File: src/rtl/shr_ctrl_regs.svh
// Purpose: Offsets, field positions, reset values and timing counts of the stop/halt recovery block
// Assumes: 8-bit register port, sys_clk at 125 MHz
// Notes:   Definitions only
`ifndef SHR_CTRL_REGS_SVH
`define SHR_CTRL_REGS_SVH

// Register offsets
`define SHR_ADDR_RECOV     8'h0B
`define SHR_ADDR_RECOV2    8'h0D
`define SHR_ADDR_STATUS    8'h0E
`define SHR_ADDR_MASK      8'h0F

// Fields of the primary recovery-control register
`define SHR_F_PRESCALE     0
`define SHR_F_NODIV2       1
`define SHR_F_SRC_LO       2
`define SHR_F_DELAY_EN     5
`define SHR_F_WAKE_HIGH    6
`define SHR_F_WARM         7
`define SHR_RECOV_RST      7'h20

// Status and mask bit positions
`define SHR_ST_HALT        0
`define SHR_ST_STOP        1
`define SHR_ST_WAKE        2
`define SHR_ST_WDOG        3
`define SHR_ST_PGOOD       4
`define SHR_ST_NONOP       5
`define SHR_ST_W           6

// Opcodes and restart vector
`define SHR_OP_NOP         8'hFF
`define SHR_OP_STOP        8'h6F
`define SHR_OP_HALT        8'h7F
`define SHR_RESTART_VEC    12'h00C

// Reset delay: time in ns, rounded up to cycles of the 8 ns clock
`define SHR_CLK_NS         8
`define SHR_TPOR_NS        1000
`define SHR_TPOR_CYC       ((`SHR_TPOR_NS + `SHR_CLK_NS - 1) / `SHR_CLK_NS)
`define SHR_DLY_W          16
`define SHR_SYNC_W         15

`endif

File: src/rtl/shr_pkg.sv
// Purpose: Types of the stop/halt recovery block
// Assumes: shr_ctrl_regs.svh supplies the widths
// Notes:   State of the controller is one packed struct
`include "shr_ctrl_regs.svh"

package shr_pkg;

  typedef enum logic [1:0]
  {
    SHR_RUN   = 2'b00,
    SHR_HALT  = 2'b01,
    SHR_STOP  = 2'b10,
    SHR_DELAY = 2'b11
  } shr_state_t;

  typedef struct packed
  {
    shr_state_t             state;
    logic [`SHR_SYNC_W-1:0] sync1;
    logic [`SHR_SYNC_W-1:0] sync2;
    logic                   pg_prev;
    logic                   prev_nop;
    logic [6:0]             recov;
    logic [1:0]             recov2;
    logic                   warm;
    logic [`SHR_ST_W-1:0]   status;
    logic [`SHR_ST_W-1:0]   mask;
    logic [`SHR_DLY_W-1:0]  dly_cnt;
    logic                   div_ph;
    logic [3:0]             pre_cnt;
    logic                   cpu_clk_en;
    logic                   sys_tick;
    logic                   timer_tick;
    logic                   osc_run;
    logic                   cpu_reset;
    logic                   restart;
    logic                   halt_resume;
    logic                   irq;
    logic [7:0]             rdata;
  } shr_state_s_t;

endpackage : shr_pkg

File: src/rtl/shr_ctrl.sv
// Purpose: HALT/STOP entry, wake-up detection, reset-delay one-shot and clock dividers
// Assumes: sys_clk is the oscillator; pins and power_good arrive asynchronously
// Notes:   Register port answers reads one cycle later and never stalls
`timescale 1ns/1ns
`include "shr_ctrl_regs.svh"

// Function
// - Reset delay one-shot fires on power-good, watchdog, or delayed STOP recovery.
// - HALT gates CPU clock; oscillator, timers and three external interrupts stay alive.
// - Enabled interrupt ends HALT and resumes; power or watchdog reset restarts at 000CH.
// - STOP halts clocks; only watchdog, power-on or recovery event end it, restarting.
// - Opcode 6F is STOP, 7F is HALT; a NOP must precede either.
// - Primary register at 0BH: bits 0-6 write-only, bit 7 read-only status.
// - Bit 0 enables divide-by-16; cleared by STOP recovery, watchdog or power-on.
// - Bit 1 low divides oscillator by two; high passes it directly.
// - Three-bit source selects reset only, port 3 bit, port2_bit7, or NOR groups.
// - Pins configured as analog inputs cannot wake the part from STOP.
// - Port 2 pins configured as outputs are sampled at their driven level.
// - Bit 5, reset 1, delays after STOP recovery; power-on and watchdog always delay.
// - Bit 6 sets wake level through XOR, for both recovery registers.
// - Bit 7 reads 0 after cold reset, 1 after STOP wake or watchdog-from-STOP.
// - Secondary two-bit source selects reset only or AND of port 2 groups.
module shr_ctrl #(
  parameter int unsigned POR_DELAY_CYC = `SHR_TPOR_CYC
) (
  input  wire logic        sys_clk,
  input  wire logic        nrst,
  input  wire logic [7:0]  reg_addr,
  input  wire logic [7:0]  reg_wdata,
  input  wire logic        reg_wr,
  input  wire logic        reg_rd,
  output logic      [7:0]  reg_rdata,
  input  wire logic [7:0]  cpu_opcode,
  input  wire logic        cpu_opcode_valid,
  input  wire logic        irq_enable,
  input  wire logic        timer_irq,
  input  wire logic        watchdog_unit_timeout,
  input  wire logic        power_good,
  input  wire logic [2:0]  external_irq,
  input  wire logic [3:1]  port3_pin,
  input  wire logic [7:0]  port2_pin,
  input  wire logic [7:0]  port2_is_output,
  input  wire logic [7:0]  port2_out_level,
  input  wire logic [7:0]  port2_analog,
  input  wire logic [3:1]  port3_analog,
  output logic             cpu_clk_en,
  output logic             sys_tick,
  output logic             timer_tick,
  output logic             osc_run,
  output logic             cpu_reset,
  output logic             restart,
  output logic      [11:0] restart_vector,
  output logic             halt_resume,
  output logic             irq
);

  localparam logic [`SHR_DLY_W-1:0] DLY_LAST = `SHR_DLY_W'(POR_DELAY_CYC - 1);

  shr_pkg::shr_state_s_t st_r;
  shr_pkg::shr_state_s_t st_nxt;

  logic [7:0] p2_eff;
  logic [7:0] p2_ok;
  logic [3:1] p3_val;
  logic [2:0] irq_s;
  logic       pg_s;
  logic       src_val;
  logic       src_ok;
  logic       wake_req;

  // Synchronised pin views; only the second stage is ever read
  assign irq_s  = st_r.sync2[13:11];
  assign pg_s   = st_r.sync2[14];
  assign p3_val = st_r.sync2[10:8];

  // Per pin: outputs read back their driven level, analog pins are unusable
  genvar gi;
  generate
    for (gi = 0; gi < 8; gi++)
    begin : g_p2
      assign p2_eff[gi] = port2_is_output[gi] ? port2_out_level[gi] : st_r.sync2[gi];
      assign p2_ok[gi]  = ~port2_analog[gi];
    end
  endgenerate

  // Wake source mux; the program keeps only one of the two fields non-zero
  always_comb
  begin
    src_val = 1'b0;
    src_ok  = 1'b0;
    case (st_r.recov[4:2])
      3'b010:
      begin
        src_val = p3_val[1];
        src_ok  = ~port3_analog[1];
      end
      3'b011:
      begin
        src_val = p3_val[2];
        src_ok  = ~port3_analog[2];
      end
      3'b100:
      begin
        src_val = p3_val[3];
        src_ok  = ~port3_analog[3];
      end
      3'b101:
      begin
        src_val = p2_eff[7];
        src_ok  = p2_ok[7];
      end
      3'b110:
      begin
        src_val = ~|p2_eff[3:0];
        src_ok  = &p2_ok[3:0];
      end
      3'b111:
      begin
        src_val = ~|p2_eff;
        src_ok  = &p2_ok;
      end
      default:
      begin
        src_val = 1'b0;
        src_ok  = 1'b0;
      end
    endcase
    // Secondary field only acts while the primary source field is 000 (not at reset-only code 001)
    if (st_r.recov[4:2] == 3'b000)
    begin
      case (st_r.recov2)
        2'b01:
        begin
          src_val = &p2_eff[3:0];
          src_ok  = &p2_ok[3:0];
        end
        2'b10:
        begin
          src_val = &p2_eff;
          src_ok  = &p2_ok;
        end
        default:
        begin
          src_val = 1'b0;
          src_ok  = 1'b0;
        end
      endcase
    end
  end

  // Level select via XOR: wake when the source equals the chosen level
  assign wake_req = src_ok & ~(src_val ^ st_r.recov[`SHR_F_WAKE_HIGH]);

  // Next state of everything
  always_comb
  begin
    logic                  base_tick;
    logic                  div_tick;
    logic                  halt_wake;
    logic                  run_clk;
    logic                  tmr_clk;
    logic [`SHR_ST_W-1:0]  ev;
    st_nxt    = st_r;
    base_tick = 1'b0;
    div_tick  = 1'b0;
    halt_wake = 1'b0;
    run_clk   = 1'b0;
    tmr_clk   = 1'b0;
    ev        = '0;

    // Two-stage synchronisers
    st_nxt.sync1   = {power_good, external_irq, port3_pin, port2_pin};
    st_nxt.sync2   = st_r.sync1;
    st_nxt.pg_prev = pg_s;

    // One-cycle outputs default low
    st_nxt.restart     = 1'b0;
    st_nxt.halt_resume = 1'b0;

    // NOP tracking for sleep entry
    if (cpu_opcode_valid)
    begin
      st_nxt.prev_nop = (cpu_opcode == `SHR_OP_NOP);
    end

    case (st_r.state)
      shr_pkg::SHR_RUN:
      begin
        if (watchdog_unit_timeout)
        begin
          st_nxt.state                   = shr_pkg::SHR_DELAY;
          st_nxt.dly_cnt                 = '0;
          st_nxt.warm                    = 1'b0;
          st_nxt.recov[`SHR_F_PRESCALE]  = 1'b0;
          ev[`SHR_ST_WDOG]               = 1'b1;
        end
        else if (cpu_opcode_valid && (cpu_opcode == `SHR_OP_HALT || cpu_opcode == `SHR_OP_STOP))
        begin
          if (!st_r.prev_nop)
          begin
            ev[`SHR_ST_NONOP] = 1'b1; // Pipeline not flushed: refuse to sleep
          end
          else if (cpu_opcode == `SHR_OP_HALT)
          begin
            st_nxt.state       = shr_pkg::SHR_HALT;
            ev[`SHR_ST_HALT]   = 1'b1;
          end
          else
          begin
            st_nxt.state       = shr_pkg::SHR_STOP;
            st_nxt.warm        = 1'b1; // Set on STOP entry
            ev[`SHR_ST_STOP]   = 1'b1;
          end
        end
      end
      shr_pkg::SHR_HALT:
      begin
        halt_wake = irq_enable & ((|irq_s) | timer_irq);
        if (watchdog_unit_timeout)
        begin
          st_nxt.state                   = shr_pkg::SHR_DELAY;
          st_nxt.dly_cnt                 = '0;
          st_nxt.warm                    = 1'b0;
          st_nxt.recov[`SHR_F_PRESCALE]  = 1'b0;
          ev[`SHR_ST_WDOG]               = 1'b1;
        end
        else if (halt_wake)
        begin
          st_nxt.state       = shr_pkg::SHR_RUN;
          st_nxt.halt_resume = 1'b1;
        end
      end
      shr_pkg::SHR_STOP:
      begin
        if (watchdog_unit_timeout)
        begin
          st_nxt.state                   = shr_pkg::SHR_DELAY;
          st_nxt.dly_cnt                 = '0;
          st_nxt.warm                    = 1'b1;
          st_nxt.recov[`SHR_F_PRESCALE]  = 1'b0;
          ev[`SHR_ST_WDOG]               = 1'b1;
        end
        else if (wake_req)
        begin
          st_nxt.warm                    = 1'b1;
          st_nxt.recov[`SHR_F_PRESCALE]  = 1'b0;
          ev[`SHR_ST_WAKE]               = 1'b1;
          if (st_r.recov[`SHR_F_DELAY_EN])
          begin
            st_nxt.state   = shr_pkg::SHR_DELAY;
            st_nxt.dly_cnt = '0;
          end
          else
          begin
            st_nxt.state   = shr_pkg::SHR_RUN;
            st_nxt.restart = 1'b1;
          end
        end
      end
      shr_pkg::SHR_DELAY:
      begin
        // A watchdog time-out during the delay starts the one-shot over
        if (watchdog_unit_timeout)
        begin
          st_nxt.dly_cnt                 = '0;
          st_nxt.recov[`SHR_F_PRESCALE]  = 1'b0;
          ev[`SHR_ST_WDOG]               = 1'b1;
        end
        // The one-shot only counts while power is good
        else if (pg_s)
        begin
          if (st_r.dly_cnt >= DLY_LAST)
          begin
            st_nxt.state   = shr_pkg::SHR_RUN;
            st_nxt.restart = 1'b1;
          end
          else
          begin
            st_nxt.dly_cnt = st_r.dly_cnt + 1'b1;
          end
        end
      end
      default:
      begin
        st_nxt.state = shr_pkg::SHR_DELAY;
      end
    endcase

    // Power fail acts as power-on: restore defaults and hold the one-shot
    if (!pg_s)
    begin
      st_nxt.state   = shr_pkg::SHR_DELAY;
      st_nxt.dly_cnt = '0;
      st_nxt.recov   = `SHR_RECOV_RST;
      st_nxt.recov2  = '0;
      st_nxt.warm    = 1'b0;
    end
    else if (!st_r.pg_prev)
    begin
      ev[`SHR_ST_PGOOD] = 1'b1;
    end

    // Register writes; bit 7 is hardware-owned
    if (reg_wr && reg_addr == `SHR_ADDR_RECOV)
    begin
      st_nxt.recov = reg_wdata[6:0];
    end
    if (reg_wr && reg_addr == `SHR_ADDR_RECOV2)
    begin
      st_nxt.recov2 = reg_wdata[1:0];
    end
    if (reg_wr && reg_addr == `SHR_ADDR_MASK)
    begin
      st_nxt.mask = reg_wdata[`SHR_ST_W-1:0];
    end

    // Read data, one cycle later; write-only bits read as zero
    st_nxt.rdata = 8'h00;
    if (reg_rd)
    begin
      case (reg_addr)
        `SHR_ADDR_RECOV:  st_nxt.rdata = {st_r.warm, 7'h00};
        `SHR_ADDR_STATUS: st_nxt.rdata = {2'h0, st_r.status};
        `SHR_ADDR_MASK:   st_nxt.rdata = {2'h0, st_r.mask};
        default:          st_nxt.rdata = 8'h00;
      endcase
    end

    // Sticky status: a read clears, a same-cycle event still lands
    if (reg_rd && reg_addr == `SHR_ADDR_STATUS)
    begin
      st_nxt.status = ev;
    end
    else
    begin
      st_nxt.status = st_r.status | ev;
    end
    st_nxt.irq = |(st_nxt.status & st_nxt.mask);

    // Clock dividers: oscillator/2 or /1, then optional /16
    run_clk = (st_nxt.state == shr_pkg::SHR_RUN); // Coming state, so no tick outlives its enable
    tmr_clk = run_clk | (st_nxt.state == shr_pkg::SHR_HALT);
    if (st_r.state != shr_pkg::SHR_STOP)
    begin
      st_nxt.div_ph = ~st_r.div_ph;
    end
    base_tick = st_r.recov[`SHR_F_NODIV2] ? 1'b1 : st_r.div_ph;
    if (base_tick && st_r.state != shr_pkg::SHR_STOP)
    begin
      st_nxt.pre_cnt = st_r.pre_cnt + 1'b1;
    end
    div_tick = base_tick & (~st_r.recov[`SHR_F_PRESCALE] | (&st_r.pre_cnt));

    st_nxt.sys_tick   = div_tick & run_clk;
    st_nxt.timer_tick = div_tick & tmr_clk;
    st_nxt.cpu_clk_en = (st_nxt.state == shr_pkg::SHR_RUN);
    st_nxt.osc_run    = (st_nxt.state != shr_pkg::SHR_STOP);
    st_nxt.cpu_reset  = (st_nxt.state == shr_pkg::SHR_DELAY);
  end

  // Single state register
  always_ff @(posedge sys_clk or negedge nrst)
  begin
    if (!nrst)
    begin
      st_r <= '{state: shr_pkg::SHR_DELAY, recov: `SHR_RECOV_RST, cpu_reset: 1'b1, osc_run: 1'b1,
                default: '0};
    end
    else
    begin
      st_r <= st_nxt;
    end
  end

  // Outputs straight from the state register; restart_vector is the fixed SHR_RESTART_VEC
  assign reg_rdata      = st_r.rdata;
  assign cpu_clk_en     = st_r.cpu_clk_en;
  assign sys_tick       = st_r.sys_tick;
  assign timer_tick     = st_r.timer_tick;
  assign osc_run        = st_r.osc_run;
  assign cpu_reset      = st_r.cpu_reset;
  assign restart        = st_r.restart;
  assign restart_vector = `SHR_RESTART_VEC;
  assign halt_resume    = st_r.halt_resume;
  assign irq            = st_r.irq;

endmodule // shr_ctrl

File: config.mk
export PLATFORM = sky130hd
export DESIGN_NAME = shr_ctrl
export DESIGN_NICKNAME = d
export VERILOG_FILES = /design/src/rtl/shr_pkg.sv /design/src/rtl/shr_ctrl.sv
export VERILOG_INCLUDE_DIRS = /design/src /design/src/rtl
export SDC_FILE = /design/constraint.sdc
export NUM_CORES = 1
export LEC_CHECK = 0
export ABC_CLOCK_PERIOD_IN_PS = 5500
export BUFFER_PORTS_ARGS = -buffer_cell sky130_fd_sc_hd__buf_2
export CAP_MARGIN = 15
export CORE_AREA = 4 4 102 104
export CTS_CLUSTER_DIAMETER = 50
export DETAILED_ROUTE_END_ITERATION = 16
export DIE_AREA = 0 0 106 108
export PLACE_DENSITY = 0.72
export SYNTH_ARGS = -nofsm -noshare
export SYNTH_HDL_FRONTEND = slang
export SYNTH_SLANG_ARGS = --single-unit
File: constraint.sdc
create_clock -name sys_clk -period 5.5 [get_ports sys_clk]
set_clock_uncertainty 0.15 [all_clocks]
set_input_delay 0.55 -clock sys_clk [delete_from_list [all_inputs] [get_ports sys_clk]]
set_output_delay 0.55 -clock sys_clk [all_outputs]
set_load 0.1 [all_outputs]
==> results.ini <==
[outcome]
status=finished clean

[finish]
final_cell_mix=dfrtp_1, buf_2, nand2_1, nor2_1, o21ai_0
syn_to_final_growth_pct=17.4
drive_above_1_share_pct=26.6
multi_input_area_um2=1650
antenna_cells=0
regArea_um2=2310
final_cell_area_um2=4880
layout_commonest_cell=dfrtp_1
final_util_pct=51.1
fillers=900
nets=551

[worst_setup_path]
endpoint=cpu_reset
r2r_slack_ns=2.67
crit_family=compound AO/OA/AOI/OAI gates
critical_path.max_stage_delay_ns=0.46
worstReg2RegStart=st_r[50]
worst_ep_arrival_time_ns=2.97
crit_buf_inv=1
cp.required_ns=5.64
timing.rr.end=cpu_reset
end_kind=register
crit_cells=10
path_max_fanout=5
critPathLaunch=st_r[50]
path_cells=inv_1 > ha_1 > nor4_1 > nand2_1 > o21ai_1 > nor3_4 > xnor2_1 > o311a_1 > a21oi_1 > and2_1
startpoint_type=register
worstRegToRegCells=10
slowest_stage=nor4_1
crit_type=register to register

[global_route]
grt_max_degree=93
grt_pass1_vias=3032
antenna_found_initial=0
grtUsageMet3_pct=2.81
use_met1_pct=19.2
grt_pass1_wl_um=14200
met2_usage_pct=27.6
grt_use_total_pct=15.6
gr-max-usage-layer=met2
grt-ovfl-total=0

[route]
vias=3047
drt-pass1-iter-count=4
drc=0
avgViaCountPerCell=5.03
routed_wl_um=8500
wl_per_cell_um=14.0
ant_nets=0
drtIter0Drc=166

[sta]
final.period_utilization_pct=51.4
tightest_slew_ns=0.873
hold_violations=0
report.final.slew_viol_count=0
tns_ns=0
max_slew_margin_pct=41.0
finalCriticalPeriod_ns=2.83
setup_viol=0
clock.fmax_mhz=354
grt_setup_unrepaired=false

[clock_tree]
cts.sinks=92
cts_tree=yes
clk_latency_ns=0.36
htreeDepth=3
clk_pin_slew_worst_paths_ns=0.09
cts-buffers-inserted=9
clockBufferDepth=2
root_buffer=clkbuf_8

[run]
drv_cap=0

[power]
p_leak_nw=2.32
ir_drop_v=0.000180
power_density_nw_per_um2=280

[die]
die_y_um=108
die_w_um=106
pin_count=102
row_count=36
initial_core_util_pct=43.5
core_um2=9550
dieArea_um2=11400

[synth]
synth.avg_cell_area_um2=10.8
yosysUniqueCellTypes=54
async_reset_ff_share_pct=100
synth_seq_cells=92
ys_seq_area_share_pct=55.5
synthCells=384
ys_warn_count=0
synthFlopType=dfrtp_1
synth-edff-count=0
netlist_area_um2=4160

[placed_design]
gp_congestion=0.822
hpwl_um=6470
numPortBuffers=87
placedInstanceArea_um2=4620

[hold_path]
hold_path_class=primary input to register

per-stage QoR:
step	std cells	total power, mW	hold slack, ns	setup WS (ns)
6_report	606	1.37	0.145	2.67
5_1_grt	606	1.43	0.116	2.42
4_1_cts	604	1.38	0.121	2.67
3_5_place_dp	588	0.883	0.185	2.67
3_3_place_gp	588	0.876	0.182	2.70
2_1_floorplan	395	0.834	0.104	3.00
power breakdown:
part	total [mW]	leakage, nW	internal [mW]	switching (mW)
Combinational	0.143	1.04	0.0485	0.0945
Sequential	0.727	1.17	0.707	0.0205
Clock	0.498	0.108	0.261	0.237
Total	1.37	2.32	1.02	0.352
cell type report:
cell class / instances / share of cell area [%]
Clock buffer: 10 / 2.61
Timing Repair Buffer: 90 / 9.89
Multi-Input combinational cell: 261 / 33.8
Tap cell: 133 / 3.41
Sequential cell: 92 / 47.3
Inverter: 14 / 1.08
Clock inverter: 6 / 1.92
repair_timing:
action / 4_1_cts / 5_1_grt
setup endpoints to repair: 0 / 0
resized for setup: 0 / 0
setup buffers: 0 / 0
endpoints found under the hold margin: 0 / 16
hold buffers: 0 / 1
worst register-to-register path: stages, from the launching register on:
cell and delay (ns):
dfrtp_1 0.36, inv_1 0.07, ha_1 0.28, nor4_1 0.46
nand2_1 0.09, o21ai_1 0.22, nor3_4 0.07, xnor2_1 0.17
o311a_1 0.34, a21oi_1 0.35, and2_1 0.19
cells by family (layout without fill, tap and decap cells):
logic type | Yosys count | after routing | share of synthesized area, %
AND/OR/NAND/NOR | 140 | 140 | 16.8
AO/OA/AOI/OAI | 71 | 71 | 12.1
multiplexers | 22 | 22 | 5.48
other | 2 | 13 | 0.181
XOR/XNOR | 6 | 6 | 1.44
flip-flops | 92 | 92 | 55.5
adder cells (fa/ha/maj) | 9 | 9 | 2.71
buffers and inverters | 42 | 120 | 5.78
per-layer routing:
metal / share of wire [%] / routed length [um]
met2: 52 / 4410
met1: 42 / 3570
met5: 0 / 0
met3: 4.3 / 366
met4: 1.8 / 156
how the worst min path moves through the flow:
stage,depth (start not counted),slack [ns],startpoint,end
2_1_floorplan,0,0.10,nrst,cpu_clk_en
3_3_place_gp,0,0.18,st_nxt[74],irq_s[2]
3_5_place_dp,0,0.18,st_nxt[73],irq_s[1]
4_1_cts,1,0.12,port2_pin[7],st_nxt[68]
5_1_grt,1,0.12,port2_pin[5],st_nxt[66]
6_report,1,0.15,port2_pin[7],st_nxt[68]
synth_stat cells (4+ instances only):
cell / n / share of area, %
o31ai_1: 5 / 0.90
mux2i_1: 16 / 3.9
dfstp_2: 5 / 3.2
a21o_1: 5 / 0.90
buf_4: 21 / 3.8
nand4_1: 8 / 1.2
a21oi_1: 9 / 1.1
nand3_1: 12 / 1.4
o21a_1: 12 / 2.2
o21ai_0: 18 / 2.2
inv_1: 13 / 1.2
nor2_1: 27 / 2.4
nor4_1: 11 / 1.7
ha_1: 9 / 2.7
nand2b_1: 4 / 0.60
nand2_1: 49 / 4.4
clkbuf_1: 4 / 0.36
dfrtp_1: 87 / 52
mux2_2: 6 / 1.6
and3_1: 4 / 0.60
xnor2_1: 5 / 1.1
nor3_1: 9 / 1.1
state kept, by name, indices dropped and copies added, names as in the netlist:
| signal | cells |
|---|---|
| halt_resume | 1 |
| pg_s | 1 |
| irq | 1 |
| sys_tick | 1 |
| timer_tick | 1 |
| cpu_reset | 1 |
| st_r | 55 |
| reg_rdata | 7 |
| restart | 1 |
| p3_val | 3 |
| osc_run | 1 |
| cpu_clk_en | 1 |
| st_nxt | 15 |
| irq_s | 3 |
No activity file was read; power rests on OpenSTA's default activity.
